`src/common/dac_link_pkg.sv`:
```
/*
  Shared constants for the serial DAC word loader link: word size,
  link clock divider, buffer depth and the latch reset value.
  Assumes both ends are clocked by clk_sys at 250 MHz.
*/
package dac_link_pkg;
  localparam int          WORD_BITS      = 16;
  localparam int          CNT_W          = 5;
  localparam logic [15:0] LATCH_RESET    = 16'h0000;
  localparam logic [15:0] BIPOLAR_ZERO   = 16'h8000;
  localparam int          SYS_PERIOD_PS  = 4000;
  localparam int          LINK_PERIOD_PS = 128000;
  localparam int          HALF_CYCLES    = LINK_PERIOD_PS / (2 * SYS_PERIOD_PS);
  localparam int          DIV_W          = 5;
  localparam int          BUF_DEPTH      = 2;
endpackage

```
`src/common/dac_link_if.sv`:
```
/*
  Four-wire serial link between the host serial master and the DAC
  word loader. Holds only wires; both ends sample in their own clock.
*/
`timescale 1ns/10ps
`default_nettype none
interface dac_link_if;
  logic sclk;
  logic sdata;
  logic sel_n;
  logic load_latch_strobe_n;

  modport host (
    output sclk,
    output sdata,
    output sel_n,
    output load_latch_strobe_n
  );
  modport device (
    input sclk,
    input sdata,
    input sel_n,
    input load_latch_strobe_n
  );
endinterface
`default_nettype wire

```
`src/dac_word_loader.sv`:
```
/*
  Device end of the serial DAC link: samples the link pins in clk_sys,
  assembles 16-bit words MSB first, buffers completed frames in a
  two-entry buffer and moves them into the DAC latch on chip-select
  rise or on the load strobe.
  Assumes the link pins are asynchronous to clk_sys and that the link
  clock is well under a quarter of the clk_sys rate.
*/
// Summary of operation
// - DAC latch is all zero after reset.
// - Shift register is not cleared at reset.
// - Host sends sixteen bits on first load.
// - Extra bits leave only last sixteen kept.
// - Short frames keep leftover earlier bits.
// - Host pads short data with LSB zeros.
// - Sample data on rising link clock edges.
// - Words travel most significant bit first.
// - Latch updates at frame end or strobe.
// - Byte hosts hold select across both bytes.
// - Host data stable at rising clock edge.
// - SPI host uses polarity 0, phase 0.
// - Bipolar codes are offset binary, 8000h zero.
// - Accept data only while select is low.
// - Select rise copies shift register to latch.
// - High strobe defers load; low strobe immediate.
`timescale 1ns/10ps
`default_nettype none
module dac_word_loader
  import dac_link_pkg::*;
(
  input  wire logic        clk_sys,
  input  wire logic        rst,
  dac_link_if.device       link,
  output logic [15:0]      dac_code,
  output logic             code_is_zero_bipolar,
  output logic             word_pending
);

  // Three-stage synchronisers; only stages two and three are examined.
  logic [2:0] sclk_sync_reg;
  logic [2:0] sdata_sync_reg;
  logic [2:0] sel_sync_reg;
  logic [2:0] ld_sync_reg;
  logic [2:0] sclk_sync_next;
  logic [2:0] sdata_sync_next;
  logic [2:0] sel_sync_next;
  logic [2:0] ld_sync_next;

  always_comb begin
    sclk_sync_next  = {sclk_sync_reg[1:0], link.sclk};
    sdata_sync_next = {sdata_sync_reg[1:0], link.sdata};
    sel_sync_next   = {sel_sync_reg[1:0], link.sel_n};
    ld_sync_next    = {ld_sync_reg[1:0], link.load_latch_strobe_n};
  end

  always_ff @(posedge clk_sys or posedge rst) begin
    if (rst) begin
      sclk_sync_reg  <= 3'h0;
      sdata_sync_reg <= 3'h0;
      sel_sync_reg   <= 3'h7;
      ld_sync_reg    <= 3'h7;
    end else begin
      sclk_sync_reg  <= sclk_sync_next;
      sdata_sync_reg <= sdata_sync_next;
      sel_sync_reg   <= sel_sync_next;
      ld_sync_reg    <= ld_sync_next;
    end
  end

  // A clock, select or strobe level is only believed once stages two and three agree.
  logic sclk_lvl_reg;
  logic sel_lvl_reg;
  logic ld_lvl_reg;
  logic sclk_lvl_next;
  logic sel_lvl_next;
  logic ld_lvl_next;
  logic sclk_rise;
  logic sel_rise;
  logic ld_fall;

  always_comb begin
    sclk_lvl_next = (sclk_sync_reg[1] == sclk_sync_reg[2]) ? sclk_sync_reg[2] : sclk_lvl_reg;
    sel_lvl_next  = (sel_sync_reg[1] == sel_sync_reg[2]) ? sel_sync_reg[2] : sel_lvl_reg;
    ld_lvl_next   = (ld_sync_reg[1] == ld_sync_reg[2]) ? ld_sync_reg[2] : ld_lvl_reg;
    sclk_rise     = sclk_lvl_next & ~sclk_lvl_reg;
    sel_rise      = sel_lvl_next & ~sel_lvl_reg;
    ld_fall       = ~ld_lvl_next & ld_lvl_reg;
  end

  always_ff @(posedge clk_sys or posedge rst) begin
    if (rst) begin
      sclk_lvl_reg <= 1'b0;
      sel_lvl_reg  <= 1'b1;
      ld_lvl_reg   <= 1'b1;
    end else begin
      sclk_lvl_reg <= sclk_lvl_next;
      sel_lvl_reg  <= sel_lvl_next;
      ld_lvl_reg   <= ld_lvl_next;
    end
  end

  // Shift register: no reset on purpose, its power-up content is unknown.
  logic [15:0] shift_reg;
  logic [15:0] shift_next;
  logic        data_bit;

  // No bit counter: frames of any length shift in, because a short frame
  // must still hand over the leftover bits of the earlier word.
  always_comb begin
    data_bit   = sdata_sync_reg[2];
    shift_next = shift_reg;
    if (!sel_lvl_reg && sclk_rise) begin
      shift_next = {shift_reg[14:0], data_bit};
    end
  end

  always_ff @(posedge clk_sys) begin
    shift_reg <= shift_next;
  end

  // Two-entry buffer between frame completion and latch update, so a
  // strobe-deferred load keeps one further frame that arrives meanwhile.
  logic [15:0] buf_mem_reg [BUF_DEPTH];
  logic [15:0] buf_mem_next [BUF_DEPTH];
  // A frame that meets two waiting entries is dropped, so a host that
  // defers loads must strobe before a third word follows.
  logic        wr_ptr_reg;
  logic        rd_ptr_reg;
  logic        wr_ptr_next;
  logic        rd_ptr_next;
  logic [1:0]  count_reg;
  logic [1:0]  count_next;
  logic        in_valid;
  logic        in_ready;
  logic        out_valid;
  logic        out_ready;

  always_comb begin
    // A frame is offered when select rises; partial frames still carry
    // the leftover bits of the previous word.
    in_valid     = sel_rise;
    in_ready     = (count_reg != 2'd2);
    out_valid    = (count_reg != 2'd0);
    out_ready    = ~ld_lvl_reg | ld_fall;
    buf_mem_next = buf_mem_reg;
    wr_ptr_next  = wr_ptr_reg;
    rd_ptr_next  = rd_ptr_reg;
    count_next   = count_reg;
    if (in_valid && in_ready) begin
      buf_mem_next[wr_ptr_reg] = shift_reg;
      wr_ptr_next = ~wr_ptr_reg;
    end
    if (out_valid && out_ready) begin
      rd_ptr_next = ~rd_ptr_reg;
    end
    count_next = count_reg + 2'(in_valid && in_ready) - 2'(out_valid && out_ready);
  end

  always_ff @(posedge clk_sys or posedge rst) begin
    if (rst) begin
      wr_ptr_reg <= 1'b0;
      rd_ptr_reg <= 1'b0;
      count_reg  <= 2'd0;
    end else begin
      wr_ptr_reg <= wr_ptr_next;
      rd_ptr_reg <= rd_ptr_next;
      count_reg  <= count_next;
    end
  end

  always_ff @(posedge clk_sys) begin
    buf_mem_reg <= buf_mem_next;
  end

  // DAC latch and its status outputs.
  logic [15:0] latch_reg;
  logic [15:0] latch_next;
  logic        zero_reg;
  logic        zero_next;
  logic        pend_reg;
  logic        pend_next;

  always_comb begin
    latch_next = latch_reg;
    if (out_valid && out_ready) begin
      latch_next = buf_mem_reg[rd_ptr_reg];
    end
    zero_next = (latch_next == BIPOLAR_ZERO);
    pend_next = (count_next != 2'd0);
  end

  always_ff @(posedge clk_sys or posedge rst) begin
    if (rst) begin
      latch_reg <= LATCH_RESET;
      zero_reg  <= 1'b0;
      pend_reg  <= 1'b0;
    end else begin
      latch_reg <= latch_next;
      zero_reg  <= zero_next;
      pend_reg  <= pend_next;
    end
  end

  assign dac_code             = latch_reg;
  assign code_is_zero_bipolar = zero_reg;
  assign word_pending         = pend_reg;

endmodule
`default_nettype wire
```
`src/flat_wrapper.sv`:
```
// flat-port wrapper written by rule: the top's interface ports become plain ports
module dac_word_loader_flat import dac_link_pkg::*;
  (clk_sys, rst, dac_code, code_is_zero_bipolar, word_pending, link_sclk, link_sdata, link_sel_n, link_load_latch_strobe_n);
  dac_link_if link_i ();
  input  wire logic clk_sys;
  input  wire logic rst;
  output logic [15:0] dac_code;
  output logic code_is_zero_bipolar;
  output logic word_pending;
  input wire logic [$bits(link_i.sclk)-1:0] link_sclk;
  input wire logic [$bits(link_i.sdata)-1:0] link_sdata;
  input wire logic [$bits(link_i.sel_n)-1:0] link_sel_n;
  input wire logic [$bits(link_i.load_latch_strobe_n)-1:0] link_load_latch_strobe_n;
  assign link_i.sclk = link_sclk;
  assign link_i.sdata = link_sdata;
  assign link_i.sel_n = link_sel_n;
  assign link_i.load_latch_strobe_n = link_load_latch_strobe_n;
  dac_word_loader u_core (.clk_sys(clk_sys), .rst(rst), .link(link_i), .dac_code(dac_code), .code_is_zero_bipolar(code_is_zero_bipolar), .word_pending(word_pending));
endmodule
```
`config.mk`:
```
export PLATFORM = sky130hd
export DESIGN_NAME = dac_word_loader_flat
export DESIGN_NICKNAME = d
export VERILOG_FILES = /design/src/common/dac_link_pkg.sv /design/src/common/dac_link_if.sv /design/src/dac_word_loader.sv /design/src/flat_wrapper.sv
export SDC_FILE = /design/constraint.sdc
export NUM_CORES = 1
export LEC_CHECK = 0
export BUFFER_PORTS_ARGS = -buffer_cell sky130_fd_sc_hd__buf_2
export CORE_UTILIZATION = 55
export DETAILED_ROUTE_END_ITERATION = 7
export PLACE_DENSITY = 0.85
export SLEW_MARGIN = 40
export SYNTH_ARGS = -nofsm -noshare
export SYNTH_HDL_FRONTEND = slang
export SYNTH_SLANG_ARGS = --single-unit
```
`constraint.sdc`:
```
create_clock -name clk_sys -period 3.5 [get_ports clk_sys]
set_input_delay 0.525 -clock clk_sys [delete_from_list [all_inputs] [get_ports clk_sys]]
set_output_delay 0.525 -clock clk_sys [all_outputs]
set_load 0.01 [all_outputs]
```
# [Word-level counts from Yosys, hierarchy flattened]
# Cells that the tools add are included.
# Widths: inputs -> output; s select.
[classes] addsub=2 multipliers=0 n_div=0 magnitude_cmp=3 n_eq_ne=5 shifts=0 muxes=10 bitwise=12 n_reduce_logical=7
[op_table] op="$mux 16" count=5
[op_table] op="$bwmux 32" count=1
[op_table] op="$demux 16 s1" count=1
[op_table] op="$eq 16x16->1 const B" count=1
[op_table] op="$not 1->1" count=6
[op_table] op="$ge 2x2->1 const B" count=2
[op_table] op="$logic_and 1x1->1" count=4
[op_table] op="$not 1->2" count=2
[op_table] op="$reduce_bool 2->1" count=2
[op_table] op="$and 1x1->1" count=3
[op_table] op="$eq 1x1->1" count=3
[op_table] op="$mux 1" count=3
[op_table] op="$add 2x1->2" count=1
[op_table] op="$lt 2x1->1 const B" count=1
[op_table] op="$ne 2x2->1 const B" count=1
[op_table] op="$sub 2x1->2" count=1
[op_table] op="$logic_not 1->1" count=1
[op_table] op="$or 1x1->1" count=1
[totals] ff_bits=85 latchBits=0 ram_bits=0 mem_bits_ro=0 in_bits=6 out_inout_bits=18 mem_count=0

# [Logic depth before layout (Yosys ltp)]
[depth] ltp_word=8 ltp_mapped=10 depth_no_buf=9

# [Worst setup path after synthesis]
# OpenSTA, ideal clock, no wires.
[synth_path] kind="reg2reg" from="reg u_core.sclk_lvl_reg" to="reg u_core.shift_reg[0] (enable)" arrival_time_ns=2.028 setup_slack_ns=1.041 path_stages_with_launch=2 path_cell_list="dfrtp_1 -> nor4bb_1"
[synth_between] elab_chain_len=3 elab_cells_between_ends=4 cone_classes="1 x mux; 2 x bitwise; 1 x reduce/logical"
[synth_lines] item="start, declared" line_no="dac_word_loader.sv:71" source="logic sclk_lvl_reg;"
[synth_lines] item="start signal, assigned" line_no="dac_word_loader.sv:96" source="sclk_lvl_reg <= sclk_lvl_next;"
[synth_lines] item="$mux 1 or $not 1->1 (tied branches)" line_no="dac_word_loader.sv:82, dac_word_loader.sv:85"
[synth_lines] item="$and 1x1->1 *" line_no="dac_word_loader.sv:85" source="sclk_rise = sclk_lvl_next & ~sclk_lvl_reg;"
[synth_lines] item="$logic_and 1x1->1 *" line_no="dac_word_loader.sv:112" source="if (!sel_lvl_reg && sclk_rise) begin"
[synth_lines] item="end signal, assigned" line_no="dac_word_loader.sv:118" source="shift_reg <= shift_next;"
[synth_lines] item="end, declared" line_no="dac_word_loader.sv:103" source="logic [15:0] shift_reg;"
# Mark *: on every way between the ends. The rest lies on a longest branch, timed or not.
# A chain may end at the register's enable or synchronous reset.

# [Final worst setup path]
[layout_path] from="reg u_core.ld_sync_reg[2]" to="reg u_core.pend_reg, in the netlist u_core.word_pending"
[layout_between] elab_chain_len=8
[layout_lines] item="start, declared" line_no="dac_word_loader.sv:43" source="logic [2:0] ld_sync_reg;"
[layout_lines] item="start signal, assigned" line_no="dac_word_loader.sv:66" source="ld_sync_reg <= ld_sync_next;"
[layout_lines] item="$eq 1x1->1" line_no="dac_word_loader.sv:84" source="ld_lvl_next = (ld_sync_reg[1] == ld_sync_reg[2]) ? ld_sync_reg[2] : ld_lvl_reg;"
[layout_lines] item="$mux 1 *" line_no="dac_word_loader.sv:84"
[layout_lines] item="$not 1->1 *" line_no="dac_word_loader.sv:87" source="ld_fall = ~ld_lvl_next & ld_lvl_reg;"
[layout_lines] item="$and 1x1->1 *" line_no="dac_word_loader.sv:87"
[layout_lines] item="$or 1x1->1 *" line_no="dac_word_loader.sv:144" source="out_ready = ~ld_lvl_reg | ld_fall;"
[layout_lines] item="$logic_and 1x1->1 *" line_no="dac_word_loader.sv:156" source="count_next = count_reg + 2'(in_valid && in_ready) - 2'(out_valid && out_ready);"
[layout_lines] item="$sub 2x1->2 *" line_no="dac_word_loader.sv:156"
[layout_lines] item="net u_core.count_next[1]" line_no="dac_word_loader.sv:132" source="logic [1:0] count_next;"
[layout_lines] item="$reduce_bool 2->1 *" line_no="dac_word_loader.sv:189" source="pend_next = (count_next != 2'd0);"
[layout_lines] item="net u_core.pend_next" line_no="dac_word_loader.sv:181" source="logic pend_next;"
[layout_lines] item="end signal, assigned" line_no="dac_word_loader.sv:200" source="pend_reg <= pend_next;"
[layout_lines] item="end, declared" line_no="dac_word_loader.sv:180" source="logic pend_reg;"
# Mark *: on every way through the listed nets, which the timed path passes. The rest lies on a longest branch.

==> key figures <==
Status
  • Status: finished, final reports clean

Critical path
  • Worst Path Required: 3.72 ns
  • Crit-path slowest cell: dfstp_2
  • Crit path buf inv count: 2
  • Startpoint Class: flip-flop
  • Peak per-stage delay on the critical path: 0.54 ns
  • WP data arrival: 2.39 ns
  • Cells on worst reg2reg path: 9
  • WP depth: 9
  • Top delay family on crit path: flip-flops
  • Critical path class: reg2reg
  • Critical Path End Type: flip-flop
  • Crit-path cells: o21ai_0 -> o21a_1 -> buf_4 -> ha_1 -> inv_1 -> ha_1 -> xnor2_1 -> xnor2_1 -> or2_2
  • Worst-path fanout max: 36

Drt
  • Routed Antenna Nets: 0
  • DR WL/cell: 16.5 µm
  • DR vias/cell: 5.40
  • DRC viols: 0
  • Pre-antenna DRT Iters: 4
  • DRT iter0 DRCs: 133
  • Via Count: 1577
  • Final Routed Wirelength: 4.81 mm

Placement
  • Port bufs: 23
  • Placer's final routability congestion estimate: 0.763
  • Placed Area: 0.00326 mm²
  • Hpwl dp: 3.26 mm

CTS
  • Clk_lat worst skew: 0.34 ns
  • Reg clk slew, reported paths: 0.08 ns
  • CTS sink cnt: 85
  • Clk root buf: clkbuf_8
  • CTS tree: built
  • Clock Path Buffers: 2
  • Resize count post-CTS: 0
  • Setup bufs post-CTS: 0
  • Hold bufs inserted after CTS: 0
  • CTS H-Tree Depth: 3
  • CTS Buf Count: 9

Synth
  • Post-Synth Adder-Cell Area: 0.0149
  • Syn nets: 191
  • Synth unique cells: 30
  • Ys Warns: 0
  • Synthesized cell area: 0.00302 mm²
  • Largest family of logic cells by synthesized area: simple AND/OR/NAND/NOR gates
  • #FFs+latches synth: 85
  • Post-Syn Instances: 183
  • Syn_area_per_cell: 16.5 µm²
  • Multiplexer share of the synthesized area: 0.0530
  • Synth Area in Compound Gates: 0.0451
  • Seq/Total Area, Yosys: 0.787
  • Post-Synth XOR/XNOR Area: 0.0116
  • Post-Synth Simple-Gate Area: 0.0716

STA
  • RSZ-0062 raised after global routing: no
  • FMAX: 461 MHz
  • Slew Viols, Final: 0
  • Setup TNS: 0 ns
  • Final Skew: 0.00440 ns
  • Min cycle time layout: 2.17 ns
  • Endpoints failing setup: 0
  • Final hold vios: 0
  • Final period util: 0.620
  • Worst Tran Pin Value: 0.639 ns
  • Relative slew slack: 0.574

Layout
  • Most common cell after layout, fill and taps aside: edfxtp_1
  • Filler cells: 353
  • P&R area growth vs syn: 15.2%
  • Commonest cells after routing, fill and taps aside: edfxtp_1, dfrtp_1, buf_2
  • Share of layout cells above drive strength 1: 0.270
  • Max reg flops: 32
  • Multi-input gate area: 608 µm²
  • Antenna Diode Count: 0
  • Post-layout instance area: 0.00348 mm²
  • Nets: 225
  • Area occupied by registers: 0.00238 mm²

Power and ir drop
  • PD cells: 756 mW/mm²
  • Sw Ratio: 0.285
  • Combinational share of power: 0.193
  • Sw power: 0.751 mW
  • P_int: 1.88 mW
  • Clk pwr share: 0.274
  • Seq pwr share: 0.533
  • Peak supply drop: 0.358 mV
  • Static Leak: 1.33 nW

Global route
  • Vias in the first global route: 1617
  • Gr usage total: 0.193
  • First-pass GRT wire length: 8.21 mm
  • Largest net degree at the start of global routing: 37
  • Global route total overflow: 0
  • Antenna violations before repair: 0

Min path
  • Worst min path class: in2async

Die
  • Initial Util: 0.581
  • Die X: 76.1 µm
  • I/O pins: 24
  • Row count: 26
  • Core footprint: 0.00520 mm²
  • Die Height: 76.1 µm
  • Die ar.: 0.00579 mm²

Run
  • Number of max-cap violations: 0
==> path summary, 6_finish.rpt <==
kind	start	to	slack (ns)
worst max-delay path	u_core.ld_sync_reg[2]	u_core.word_pending	1.33
worst min-delay path	rst	u_core.sclk_sync_reg[0]	0.19
worst max register to register	u_core.ld_sync_reg[2]	u_core.word_pending	1.33
worst min register to register	u_core.sdata_sync_reg[0]	u_core.sdata_sync_reg[1]	0.35
max in group asynchronous	rst	u_core.dac_code[9]	2.83
min in group clk_sys	link_load_latch_strobe_n	u_core.ld_sync_reg[0]	0.28
==> worst reg2reg max path: stages, from the launching register on <==
cell and delay [ns]:
dfstp_2 0.54, o21ai_0 0.09, o21a_1 0.11, buf_4 0.23, ha_1 0.33, inv_1 0.04, ha_1 0.18, xnor2_1 0.14
xnor2_1 0.13, or2_2 0.27
==> synth_stat cells, drive strengths merged <==
| library cell | instances | area [µm²] |
|---|---|---|
| nor4bb | 2 | 20.0 |
| ha | 2 | 25.0 |
| o22ai | 1 | 6.26 |
| maj3 | 2 | 20.0 |
| or4 | 2 | 18.8 |
| mux2i | 16 | 160 |
| a31oi | 1 | 6.26 |
| nand4 | 1 | 6.26 |
| nand2 | 2 | 7.51 |
| or2 | 1 | 6.26 |
| a21oi | 16 | 80.1 |
| dfstp | 8 | 210 |
| clkbuf | 1 | 3.75 |
| nor4b | 3 | 26.3 |
| inv | 4 | 15.0 |
| nor3 | 2 | 15.0 |
| buf | 6 | 32.5 |
| o21ai | 4 | 20.0 |
| xnor2 | 3 | 26.3 |
| xor2 | 1 | 8.76 |
| o21a | 1 | 7.51 |
| nor2 | 19 | 71.3 |
| edfxtp | 48 | 1440 |
| o32ai | 1 | 16.3 |
| dfrtp | 29 | 726 |
| nor3b | 1 | 7.51 |
| nor4 | 6 | 37.5 |
==> final cells by class <==
cell class / instances / share of cell area
clock buffer: 13 / 0.0518
inverter: 4 / 0.00431
sequential: 85 / 0.683
timing repair buffer: 30 / 0.0492
clock inverter: 3 / 0.0115
multi-input combinational: 87 / 0.175
tap: 70 / 0.0252
==> per-stage QoR <==
step           power (mW)   util  hold WS, ns  std cells  setup slack (ns)
4_1_cts              2.65  0.669        0.263        292              1.32
3_3_place_gp         1.90  0.623        0.333        274              1.40
2_1_floorplan        1.75      -        0.331        183              1.04
6_report             2.63  0.669        0.186        292              1.33
5_1_grt              2.78  0.669        0.218        292              1.15
3_5_place_dp         1.93  0.626        0.336        276              1.33
==> layer usage <==
metal  track usage  up-vias  wire [µm]
met5             0        -          0
met4        0.0808        0         59
met3        0.0539        7        182
met2         0.320       31       2560
met1         0.240      797       2010
li1              -      742          -
==> power groups by stage <==
stage          combinational, mW  clock (mW)  sequential (mW)
3_5_place_dp               0.508           0             1.42
2_1_floorplan              0.366           0             1.38
6_report                   0.508       0.720             1.40
3_3_place_gp               0.491           0             1.41
5_1_grt                    0.566       0.783             1.43
4_1_cts                    0.514       0.736             1.40
==> cells by family after synthesis <==
kind of cell	Yosys count
flops	85
simple gates	39
compound gates	24
mux	16
buf+inv	11
xor+xnor	4
fa+ha+maj	4
(Power assumes the default switching activity.)
